===== src/verilog/ddrs_pkg.sv =====
package ddrs_pkg;
  // ----------------------------------------------------------------
  // Clocking and organisation
  // ----------------------------------------------------------------
  localparam int SYS_PERIOD_NS = 10;
  localparam int DATA_W = 18;
  localparam int LANE_W = 9;
  localparam int LANES = DATA_W / LANE_W;
  localparam int ADDR_W = 4;
  localparam int BURST = 4;
  // ----------------------------------------------------------------
  // Device timing
  // ----------------------------------------------------------------
  localparam int CAL_INTERVAL = 1024;
  localparam int LOCK_CYCLES = 1024;
  localparam int STALL_NS = 30;
  localparam int K_HALF_NS = 60;
  // A stall is a gap longer than a nominal half period plus the stop time.
  localparam int STALL_CYC = (K_HALF_NS + STALL_NS + SYS_PERIOD_NS - 1) / SYS_PERIOD_NS;
  localparam int RD_FIRST_DLL = 3;
  localparam int RD_FIRST_NODLL = 2;
  localparam int WR_FIRST = 2;
  localparam int STRAP_WAIT = 3;
  localparam logic [2:0] STEP_LAST = 3'h6;
  // ----------------------------------------------------------------
  // Controller timing
  // ----------------------------------------------------------------
  localparam int K_HALF_CYC = K_HALF_NS / SYS_PERIOD_NS;
  localparam logic [2:0] HS_RELEASE = 3'h2;
  localparam logic [2:0] HS_WR_DONE = 3'h6;
  localparam logic [1:0] FIFO_DEPTH = 2'h2;

  typedef enum logic [2:0] {
    OP_NONE = 3'b001,
    OP_READ = 3'b010,
    OP_WRITE = 3'b100
  } ddrs_op_type;

  typedef enum logic [2:0] {
    CS_IDLE = 3'b001,
    CS_WRITE = 3'b010,
    CS_READ = 3'b100
  } ddrs_ctl_state_type;
endpackage : ddrs_pkg


===== src/verilog/ddrs_link_if.sv =====
`timescale 1ns/1ps
interface ddrs_link_if #(
  parameter int DATA_W = ddrs_pkg::DATA_W,
  parameter int LANES = ddrs_pkg::LANES,
  parameter int ADDR_W = ddrs_pkg::ADDR_W
);
  logic k;
  logic k_n;
  logic c;
  logic c_n;
  logic [ADDR_W-1:0] addr;
  logic read_port_select_n;
  logic write_port_select_n;
  logic [LANES-1:0] byte_lane_enable_n;
  logic [DATA_W-1:0] d;
  logic [DATA_W-1:0] q;
  logic q_oe;
  logic returned_timing_strobe;
  logic returned_timing_strobe_n;
  logic delay_loop_disable_n;

  modport dev (
    input k, k_n, c, c_n, addr, read_port_select_n, write_port_select_n,
    input byte_lane_enable_n, d, delay_loop_disable_n,
    output q, q_oe, returned_timing_strobe, returned_timing_strobe_n
  );
  modport ctl (
    output k, k_n, c, c_n, addr, read_port_select_n, write_port_select_n,
    output byte_lane_enable_n, d, delay_loop_disable_n,
    input q, q_oe, returned_timing_strobe, returned_timing_strobe_n
  );
endinterface : ddrs_link_if


===== src/verilog/ddrs_device.sv =====
`timescale 1ns/1ps
// Every pin is sampled by clk_sys through two flops; clock pins are edge
// detected on the synchronised copy, so data and edges stay aligned.
// The nibble organisation is the same logic with LANE_W = 4.
module ddrs_device #(
  parameter int DATA_W = ddrs_pkg::DATA_W,
  parameter int LANE_W = ddrs_pkg::LANE_W,
  parameter int ADDR_W = ddrs_pkg::ADDR_W,
  parameter int STALL_CYC = ddrs_pkg::STALL_CYC,
  parameter int LOCK_CYCLES = ddrs_pkg::LOCK_CYCLES,
  parameter int CAL_INTERVAL = ddrs_pkg::CAL_INTERVAL
) (
  input wire logic clk_sys,
  input wire logic rst,
  ddrs_link_if.dev link,
  output logic dll_locked,
  output logic impedance_update,
  output logic single_clock_mode
);
  import ddrs_pkg::*;
  localparam int LANES = DATA_W / LANE_W;
  localparam int PW = 7 + LANES + ADDR_W + DATA_W;
  localparam int DEPTH = 2 ** ADDR_W;
  localparam int GW = $clog2(STALL_CYC + 1);
  localparam int LW = $clog2(LOCK_CYCLES);
  localparam int CW = $clog2(CAL_INTERVAL);

  // ----------------------------------------------------------------
  // Pin synchronisers
  // ----------------------------------------------------------------
  logic [PW-1:0] pin_raw;
  logic [PW-1:0] pin_meta;
  logic [PW-1:0] pin_sync;
  logic [3:0] clk_prev;
  logic k_s, kn_s, c_s, cn_s, rps_n_s, wps_n_s, dll_on;
  logic [LANES-1:0] lane_n_s;
  logic [ADDR_W-1:0] addr_s;
  logic [DATA_W-1:0] d_s;

  assign pin_raw = {link.k, link.k_n, link.c, link.c_n, link.read_port_select_n,
                    link.write_port_select_n, link.delay_loop_disable_n,
                    link.byte_lane_enable_n, link.addr, link.d};
  assign {k_s, kn_s, c_s, cn_s, rps_n_s, wps_n_s, dll_on, lane_n_s, addr_s, d_s} = pin_sync;

  // Resetting to ones keeps both ports deselected and fakes no clock edge.
  always_ff @(posedge clk_sys or posedge rst) begin
    if (rst) begin
      pin_meta <= '1;
      pin_sync <= '1;
      clk_prev <= '1;
    end else begin
      pin_meta <= pin_raw;
      pin_sync <= pin_meta;
      clk_prev <= pin_sync[PW-1 -: 4];
    end
  end

  // ----------------------------------------------------------------
  // Edge detection
  // ----------------------------------------------------------------
  logic k_rise, kn_rise, out_rise, outn_rise, in_edge, out_edge;
  assign k_rise = k_s & ~clk_prev[3];
  assign kn_rise = kn_s & ~clk_prev[2];
  assign out_rise = single_clock_mode ? k_rise : (c_s & ~clk_prev[1]);
  assign outn_rise = single_clock_mode ? kn_rise : (cn_s & ~clk_prev[0]);
  assign in_edge = k_rise | kn_rise;
  assign out_edge = out_rise | outn_rise;

  // ----------------------------------------------------------------
  // State
  // ----------------------------------------------------------------
  logic [DATA_W-1:0] mem [DEPTH];
  logic [DATA_W-1:0] next_mem [DEPTH];
  ddrs_op_type last_op, next_last_op;
  logic [1:0] rd_act, next_rd_act, wr_act, next_wr_act;
  logic [2:0] rd_step [2];
  logic [2:0] next_rd_step [2];
  logic [2:0] wr_step [2];
  logic [2:0] next_wr_step [2];
  logic [ADDR_W-1:0] rd_addr [2];
  logic [ADDR_W-1:0] next_rd_addr [2];
  logic [ADDR_W-1:0] wr_addr [2];
  logic [ADDR_W-1:0] next_wr_addr [2];
  logic [DATA_W-1:0] q, next_q;
  logic q_oe, next_q_oe, echo, next_echo, echo_n, next_echo_n;
  logic [GW-1:0] gap, next_gap;
  logic [LW-1:0] lock_cnt, next_lock_cnt;
  logic next_locked;
  logic [CW-1:0] cal_cnt, next_cal_cnt;
  logic next_cal;
  logic [1:0] strap_cnt, next_strap_cnt;
  logic next_single;

  always_comb begin
    logic r_req;
    logic w_req;
    logic any_beat;
    logic [2:0] step;
    logic [2:0] first;
    logic [ADDR_W-1:0] idx;
    r_req = 1'b0;
    w_req = 1'b0;
    any_beat = 1'b0;
    step = '0;
    first = dll_on ? 3'(RD_FIRST_DLL) : 3'(RD_FIRST_NODLL);
    idx = '0;
    next_mem = mem;
    next_last_op = last_op;
    next_rd_act = rd_act;
    next_wr_act = wr_act;
    next_rd_step = rd_step;
    next_wr_step = wr_step;
    next_rd_addr = rd_addr;
    next_wr_addr = wr_addr;
    next_q = q;
    next_q_oe = q_oe;
    next_gap = gap;
    next_lock_cnt = lock_cnt;
    next_locked = dll_locked;
    next_cal_cnt = cal_cnt;
    next_cal = 1'b0;
    next_strap_cnt = strap_cnt;
    next_single = single_clock_mode;

    // The strap is caught once the synchronisers hold real pin levels.
    if (strap_cnt != 2'(STRAP_WAIT)) begin
      next_strap_cnt = strap_cnt + 2'h1;
      if (strap_cnt == 2'(STRAP_WAIT - 1)) begin
        next_single = c_s & cn_s;
      end
    end

    // Echo clocks copy the launching clock levels every cycle.
    next_echo = single_clock_mode ? k_s : c_s;
    next_echo_n = single_clock_mode ? kn_s : cn_s;

    if (in_edge) begin
      next_gap = '0;
    end else if (gap != GW'(STALL_CYC)) begin
      next_gap = gap + GW'(1);
    end
    // A reset of the loop restarts the full lock count.
    if (!dll_on || gap == GW'(STALL_CYC)) begin
      next_lock_cnt = '0;
      next_locked = 1'b0;
    end else if (k_rise && !dll_locked) begin
      if (lock_cnt == LW'(LOCK_CYCLES - 1)) begin
        next_locked = 1'b1;
      end else begin
        next_lock_cnt = lock_cnt + LW'(1);
      end
    end

    // Without a clock edge nothing below moves, so a stopped clock holds.
    if (k_rise) begin
      if (cal_cnt == CW'(CAL_INTERVAL - 1)) begin
        next_cal_cnt = '0;
        next_cal = 1'b1;
      end else begin
        next_cal_cnt = cal_cnt + CW'(1);
      end
    end

    // Write beats land in the array lane by lane on both input phases.
    if (in_edge) begin
      for (int s = 0; s < 2; s++) begin
        if (wr_act[s]) begin
          step = wr_step[s] + 3'h1;
          next_wr_step[s] = step;
          if (step >= 3'(WR_FIRST)) begin
            idx = wr_addr[s] + ADDR_W'(step - 3'(WR_FIRST));
            for (int l = 0; l < LANES; l++) begin
              if (!lane_n_s[l]) begin
                next_mem[idx][l*LANE_W +: LANE_W] = d_s[l*LANE_W +: LANE_W];
              end
            end
          end
          if (step == 3'(WR_FIRST + BURST - 1)) begin
            next_wr_act[s] = 1'b0;
          end
        end
      end
    end

    // Read words launch on output clock edges; the output register holds
    // between them and drops its enable after the last word.
    if (out_edge) begin
      for (int s = 0; s < 2; s++) begin
        if (rd_act[s]) begin
          step = rd_step[s] + 3'h1;
          next_rd_step[s] = step;
          if (step >= first && step < first + 3'(BURST)) begin
            next_q = mem[rd_addr[s] + ADDR_W'(step - first)];
            any_beat = 1'b1;
          end
          if (step == first + 3'(BURST - 1)) begin
            next_rd_act[s] = 1'b0;
          end
        end
      end
      next_q_oe = any_beat;
    end

    // One operation per rise; the port that ran last yields.
    if (k_rise) begin
      r_req = !rps_n_s && last_op != OP_READ;
      w_req = !wps_n_s && last_op != OP_WRITE;
      if (r_req) begin
        next_last_op = OP_READ;
        if (!rd_act[0]) begin
          next_rd_act[0] = 1'b1;
          next_rd_step[0] = '0;
          next_rd_addr[0] = addr_s;
        end else begin
          next_rd_act[1] = 1'b1;
          next_rd_step[1] = '0;
          next_rd_addr[1] = addr_s;
        end
      end else if (w_req) begin
        next_last_op = OP_WRITE;
        if (!wr_act[0]) begin
          next_wr_act[0] = 1'b1;
          next_wr_step[0] = '0;
          next_wr_addr[0] = addr_s;
        end else begin
          next_wr_act[1] = 1'b1;
          next_wr_step[1] = '0;
          next_wr_addr[1] = addr_s;
        end
      end else begin
        next_last_op = OP_NONE;
      end
    end
  end

  always_ff @(posedge clk_sys) begin
    mem <= next_mem;
  end

  always_ff @(posedge clk_sys or posedge rst) begin
    if (rst) begin
      last_op <= OP_NONE;
      rd_act <= '0;
      wr_act <= '0;
      rd_step <= '{default: '0};
      wr_step <= '{default: '0};
      rd_addr <= '{default: '0};
      wr_addr <= '{default: '0};
      q <= '0;
      q_oe <= 1'b0;
      echo <= 1'b0;
      echo_n <= 1'b0;
      gap <= '0;
      lock_cnt <= '0;
      dll_locked <= 1'b0;
      cal_cnt <= '0;
      impedance_update <= 1'b0;
      strap_cnt <= '0;
      single_clock_mode <= 1'b0;
    end else begin
      last_op <= next_last_op;
      rd_act <= next_rd_act;
      wr_act <= next_wr_act;
      rd_step <= next_rd_step;
      wr_step <= next_wr_step;
      rd_addr <= next_rd_addr;
      wr_addr <= next_wr_addr;
      q <= next_q;
      q_oe <= next_q_oe;
      echo <= next_echo;
      echo_n <= next_echo_n;
      gap <= next_gap;
      lock_cnt <= next_lock_cnt;
      dll_locked <= next_locked;
      cal_cnt <= next_cal_cnt;
      impedance_update <= next_cal;
      strap_cnt <= next_strap_cnt;
      single_clock_mode <= next_single;
    end
  end

  assign link.q = q;
  assign link.q_oe = q_oe;
  assign link.returned_timing_strobe = echo;
  assign link.returned_timing_strobe_n = echo_n;
endmodule : ddrs_device


===== src/flat_wrapper.sv =====
// flat-port wrapper written by rule: the top's interface ports become plain ports
module ddrs_device_flat import ddrs_pkg::*;
#(
  parameter int DATA_W = ddrs_pkg::DATA_W,
  parameter int LANE_W = ddrs_pkg::LANE_W,
  parameter int ADDR_W = ddrs_pkg::ADDR_W,
  parameter int STALL_CYC = ddrs_pkg::STALL_CYC,
  parameter int LOCK_CYCLES = ddrs_pkg::LOCK_CYCLES,
  parameter int CAL_INTERVAL = ddrs_pkg::CAL_INTERVAL
)
  (clk_sys, rst, dll_locked, impedance_update, single_clock_mode, link_k, link_k_n, link_c, link_c_n, link_addr, link_read_port_select_n, link_write_port_select_n, link_byte_lane_enable_n, link_d, link_delay_loop_disable_n, link_q, link_q_oe, link_returned_timing_strobe, link_returned_timing_strobe_n);
  ddrs_link_if #(.DATA_W(DATA_W), .ADDR_W(ADDR_W)) link_i ();
  input wire logic clk_sys;
  input wire logic rst;
  output logic dll_locked;
  output logic impedance_update;
  output logic single_clock_mode;
  input wire logic [$bits(link_i.k)-1:0] link_k;
  input wire logic [$bits(link_i.k_n)-1:0] link_k_n;
  input wire logic [$bits(link_i.c)-1:0] link_c;
  input wire logic [$bits(link_i.c_n)-1:0] link_c_n;
  input wire logic [$bits(link_i.addr)-1:0] link_addr;
  input wire logic [$bits(link_i.read_port_select_n)-1:0] link_read_port_select_n;
  input wire logic [$bits(link_i.write_port_select_n)-1:0] link_write_port_select_n;
  input wire logic [$bits(link_i.byte_lane_enable_n)-1:0] link_byte_lane_enable_n;
  input wire logic [$bits(link_i.d)-1:0] link_d;
  input wire logic [$bits(link_i.delay_loop_disable_n)-1:0] link_delay_loop_disable_n;
  output wire logic [$bits(link_i.q)-1:0] link_q;
  output wire logic [$bits(link_i.q_oe)-1:0] link_q_oe;
  output wire logic [$bits(link_i.returned_timing_strobe)-1:0] link_returned_timing_strobe;
  output wire logic [$bits(link_i.returned_timing_strobe_n)-1:0] link_returned_timing_strobe_n;
  assign link_i.k = link_k;
  assign link_i.k_n = link_k_n;
  assign link_i.c = link_c;
  assign link_i.c_n = link_c_n;
  assign link_i.addr = link_addr;
  assign link_i.read_port_select_n = link_read_port_select_n;
  assign link_i.write_port_select_n = link_write_port_select_n;
  assign link_i.byte_lane_enable_n = link_byte_lane_enable_n;
  assign link_i.d = link_d;
  assign link_i.delay_loop_disable_n = link_delay_loop_disable_n;
  assign link_q = link_i.q;
  assign link_q_oe = link_i.q_oe;
  assign link_returned_timing_strobe = link_i.returned_timing_strobe;
  assign link_returned_timing_strobe_n = link_i.returned_timing_strobe_n;
  ddrs_device #(.DATA_W(DATA_W), .LANE_W(LANE_W), .ADDR_W(ADDR_W), .STALL_CYC(STALL_CYC), .LOCK_CYCLES(LOCK_CYCLES), .CAL_INTERVAL(CAL_INTERVAL)) u_core (.clk_sys(clk_sys), .rst(rst), .link(link_i), .dll_locked(dll_locked), .impedance_update(impedance_update), .single_clock_mode(single_clock_mode));
endmodule

===== config.mk =====
export PLATFORM = sky130hd
export DESIGN_NAME = ddrs_device_flat
export DESIGN_NICKNAME = d
export VERILOG_FILES = /design/src/verilog/ddrs_pkg.sv /design/src/verilog/ddrs_link_if.sv /design/src/verilog/ddrs_device.sv /design/src/flat_wrapper.sv
export SDC_FILE = /design/constraint.sdc
export NUM_CORES = 2
export LEC_CHECK = 0
export ABC_AREA = 0
export BUFFER_PORTS_ARGS = -buffer_cell sky130_fd_sc_hd__buf_2
export CORE_MARGIN = 1
export CORE_UTILIZATION = 25
export CTS_BUF_LIST = sky130_fd_sc_hd__clkbuf_2
export CTS_CLUSTER_SIZE = 14
export DETAILED_ROUTE_END_ITERATION = 6
export GPL_ROUTABILITY_DRIVEN = 0
export HOLD_SLACK_MARGIN = 0.1
export PLACE_DENSITY = 0.49
export SYNTH_ARGS = -nofsm -noshare
export SYNTH_HDL_FRONTEND = slang
export SYNTH_SLANG_ARGS = --single-unit

===== constraint.sdc =====
create_clock -name clk_sys -period 10.9 [get_ports clk_sys]
set_input_delay 1.09 -clock clk_sys [delete_from_list [all_inputs] [get_ports clk_sys]]
set_output_delay 1.09 -clock clk_sys [all_outputs]
set_load 0.01 [all_outputs]

* Word level (Yosys, flattened, before mapping)
Index checks and enable logic that the tools add are counted.
** Word-level totals
- Bits in registers :: 439
- Input bits :: 33
- Word-level logic and storage cells :: 217
** Cells by class
- Add/subtract/negate cells :: 18
- $lt $le $gt $ge :: 12
- Equal/unequal tests :: 13
- Muxes and demuxes :: 93
- Bitwise logic cells :: 18
- Reductions and logical operators :: 22
** Operators with widths (number)
- $mux 288 :: 15
- $bwmux 288 :: 4
- $demux 18 s4 :: 4
- $mux 18 :: 10
- $bmux 18 s4 :: 2
- $mux 6 :: 7
- $mux 10 :: 4
- $mux 3 :: 10
- $mux 1 :: 26
- $add 10x1->10 const B :: 2
- $eq 10x10->1 const B :: 2
- $ge 5x5->1 const B :: 4
- $not 4->5 :: 4
- $mux 9 :: 2
- $add 4x4->4 :: 4
- $mux 2 :: 7
- $add 3x1->3 const B :: 4
- $lt 5x1->1 const B :: 2
- $mux 4 :: 2
- $reduce_and 4->1 :: 2
- $sub 3x2->4 const B :: 2
- $sub 3x3->4 :: 2
- $logic_and 1x1->1 :: 7
- $not 1->1 :: 7
- 23 further kinds :: 41

* Depth between registers and ports, before layout
- Word-level depth :: 27
- Depth in mapped cells :: 17

* Worst setup path after synthesis
No wires, ideal clock.
- Path kind :: reg-to-reg
- Start :: reg u_core.pin_sync[29]
- End :: reg u_core.wr_step[4] in the netlist's numbering
- Arrival time :: 9567 ps
- Data required time :: 10761 ps
- Path slack :: 1193 ps
- Stages on the path, launching flop included :: 7
- Buffers on the path :: 1
- Period minus slack after synthesis :: 9707 ps
- Cells stage by stage :: dfstp_2 -> inv_1 -> o21ai_1 -> clkbuf_1 -> o21ai_0 -> nand2_1 -> o21ai_0
** RTL lines
- from (decl) :: RTL line ddrs_device.sv:33 : logic [PW-1:0] pin_sync;
- from (signal assigned) :: RTL line ddrs_device.sv:53 : pin_sync <= pin_meta;
- to (signal assigned) :: RTL line ddrs_device.sv:265 : wr_step <= next_wr_step;
- to (decl) :: RTL line ddrs_device.sv:78 : logic [2:0] wr_step [2];

* Worst setup path after layout
- Start :: reg u_core.pin_sync[29]
- End :: reg u_core.mem[196] in the netlist's numbering (enable)
** Between the ends
- Longest elaborated chain between the ends :: 2
** Ends and longest elaborated chain
- $and 1x1->1 :: RTL line ddrs_device.sv:63 : assign kn_rise = kn_s & ~clk_prev[2];
- $or 1x1->1 :: RTL line ddrs_device.sv:66 : assign in_edge = k_rise | kn_rise;
- to (signal assigned) :: RTL line ddrs_device.sv:237 : mem <= next_mem;
- to (decl) :: RTL line ddrs_device.sv:72 : logic [DATA_W-1:0] mem [DEPTH];
No other way between the ends.
A chain may end at the register's enable or synchronous reset.

==> run metrics <==
Yosys reg bits=439; first-pass GRT wire length=100800 um; Layout Cells excl Fill=approximately 3000; gr usage total=0.1420; GR Overflow Total=0; Post-CTS Resized=0; CP required=between 10 and 15 ns; Synth Warn #=0; Initial DRT Pass Iterations=5; Max-slew headroom=0.1476; period utilisation layout=0.4099; CTS sink count=about 440; drt drc=0; H-tree depth=3; outcome=finished clean; Synth Area in Simple Gates=0.03422; Critical Path Max Stage Delay=between 0.8 and 0.9 ns; adder-cell area share of the yosys netlist=0.02257; Mapped Cells=roughly 1500; die area=0.09526 sq mm; syn avg cell area=about 16 sq um; xor and xnor area share after synthesis=0.01560; synthesized cell area=around 0.024 sq mm; Setup crit start kind=flip-flop; Max Clock Freq=around 0.22 GHz; hold slack=approximately 0.34 ns; final antenna-violating net count=0; setup bufs post-CTS=0; Top FF cell, synth=edfxtp_1; DR iter-0 viols=1024; vias in the first global route=between 15000 and 20000; critical path endpoint category=flip-flop; Seq/Total Area, Yosys=0.5322; Critical Path Start=u_core.pin_sync[29]; HP Class=flip-flop to flip-flop; worst path cell trace=inv_1, o21ai_4, buf_4, buf_4, buf_4; largest net degree at the start of global routing=84; Final #Nets=1700; Yosys top cell area share=0.3679; CTS tree=yes; IO buf count=56; via count=14600; biggest area consumer among synthesized cells=edfxtp_1; WL/cell=around 22 um; Post-synth EDFFs=between 200 and 300; Slew @ Worst Pin=1.279 ns; Vias per Instance=4.884; ranking of synthesized cells by area=edfxtp_1 (37%), mux4_2 (14%), mux2_2 (13%); clock root cell=clkbuf_2; most frequent cells in the layout=edfxtp_1 (288), mux2_2 (280), clkbuf_2 (179), mux4_2 (144), dfrtp_1 (84); RSZ-0062 raised after global routing=false; initial antenna violation count=4; clk buf depth=3; clock latency on the worst-skew pair=roughly 1.3 ns; Max Transition Viols Final=0; layout cells sized above 1=0.4686; Die Wd=around 310 um; routed wire length=66920 um; Core Region=about 0.093 sq mm; Post-Place Cells=about 2700; Setup TNS=0 ns; # rows=approximately 110; Die Y=308.6 um; Setup CP Type=flip-flop to flip-flop; largest family of logic cells by synthesized area=multiplexers; area delta synth->final=13.53%; Netlist cell types=a little over 60; worst-path fanout max=70; # fillers=9398; # IOs=57; final hold vios=0; Max-Cap Viols=0; Max stage delay cell, worst path=buf_4; mux cell area share after synthesis=0.3122; min Tclk post-route=4.468 ns; Reg-to-Reg Start=u_core.pin_sync[29]; CTS clk-pin slew, worst paths=0.11 ns; Post-DP HPWL=just under 40000 um; Worst Skew=0.08976 ns; setup violators final=0; fraction of registers with async set/reset=0.3440; Compound-Gate Fraction of Synth Area=0.06046; critical path's most frequent cell=buf_4; Initial Util=0.2523; WP data arrival=about 5.3 ns; CTS buffer count=118; most common cell after layout, fill and taps aside=edfxtp_1; Synth Net Count=approximately 1600; min-delay src=u_core.pin_meta[15]
==> layout make-up <==
cell class | instances | area [sq um] | area share
multi-input cells | 917 | 10590 | 0.3967
inverters | 46 | 177.7 | 0.006657
diodes | 3 | 7.507 | 0.0002813
well taps | 1254 | 1569 | 0.05879
repair buffers | 105 | 728.2 | 0.02729
flip-flops and latches | 439 | 12510 | 0.4688
clock buffers | 179 | 895.9 | 0.03357
clock inverters | 47 | 211.5 | 0.007923
==> cell usage after synthesis, drive strengths merged (24+ instances only) <==
cell type  count
edfxtp       288
mux4         144
clkbuf        67
xor2          24
o21ai         27
nand2         51
ha            36
mux2i         74
nor2          35
mux2         298
dfrtp         84
dfstp         67
inv           46
a21oi         29
==> flip-flops by register name, summed over array words and instances (netlist names), 2 cells and up <==
register / count
u_core.cal_cnt: 10
u_core.clk_prev: 4
u_core.gap: 4
u_core.last_op: 3
u_core.link.q: 18
u_core.lock_cnt: 10
u_core.mem: 288
u_core.pin_meta: 31
u_core.pin_sync: 31
u_core.rd_act: 2
u_core.rd_addr: 8
u_core.rd_step: 6
u_core.strap_cnt: 2
u_core.wr_act: 2
u_core.wr_addr: 8
u_core.wr_step: 6
==> routing by layer <==
metal / up-vias / routed length [um] / global-route usage
met4: 2 / 1694 / 0.05322
met3: 115 / 3951 / 0.03076
met2: 484 / 32230 / 0.2307
met1: 7696 / 29030 / 0.1848
li1: 6305 / - / -
met5: - / 17 / 0
==> logic make-up after synthesis <==
family | after synthesis
xor gates and xnor gates | 41
buffers and inverters | 136
adders and majority gates | 40
AOI/OAI and AO/OA | 160
and+or+nand+nor | 160
DFF | 439
muxes | 516
==> worst max-delay path: cells and delay by family (launching register included) <==
family / cells / cell delay [ns]
DFF: 1 / 0.57
buffers and inverters: 4 / 2.54
AOI/OAI and AO/OA: 1 / 0.79
==> path summary, 6_finish.rpt <==
kind	endpoint	slack [ns]	depth (start not counted)
setup / recovery	u_core.mem[196]	6.43	5
hold / removal	u_core.pin_sync[15]	0.34	0
setup reg to reg	u_core.mem[196]	6.43	5
hold reg to reg	u_core.pin_sync[15]	0.34	0
max in group asynchronous	u_core.last_op[1]	8.56	5
min in group asynchronous	u_core.link.q[8]	0.51	3
==> per-stage QoR <==
step           setup WS, ns    util  cell area [sq um]
2_1_floorplan         1.193       -              23510
3_3_place_gp          6.462  0.2710              25250
3_5_place_dp          6.340  0.2710              25250
4_1_cts               6.268  0.2863              26680
5_1_grt               6.051  0.2864              26690
6_report              6.432  0.2864              26690
==> what timing repair did <==
item | 4_1_cts | 5_1_grt
endpoints found under the setup margin | 0 | 0
hold endpoints to repair | 55 | 0
hold buffers | 32 | 0
Power is left out: the tool's default activity adds up to more than one toggle a clock period on the data nets, which glitch-free logic cannot reach.
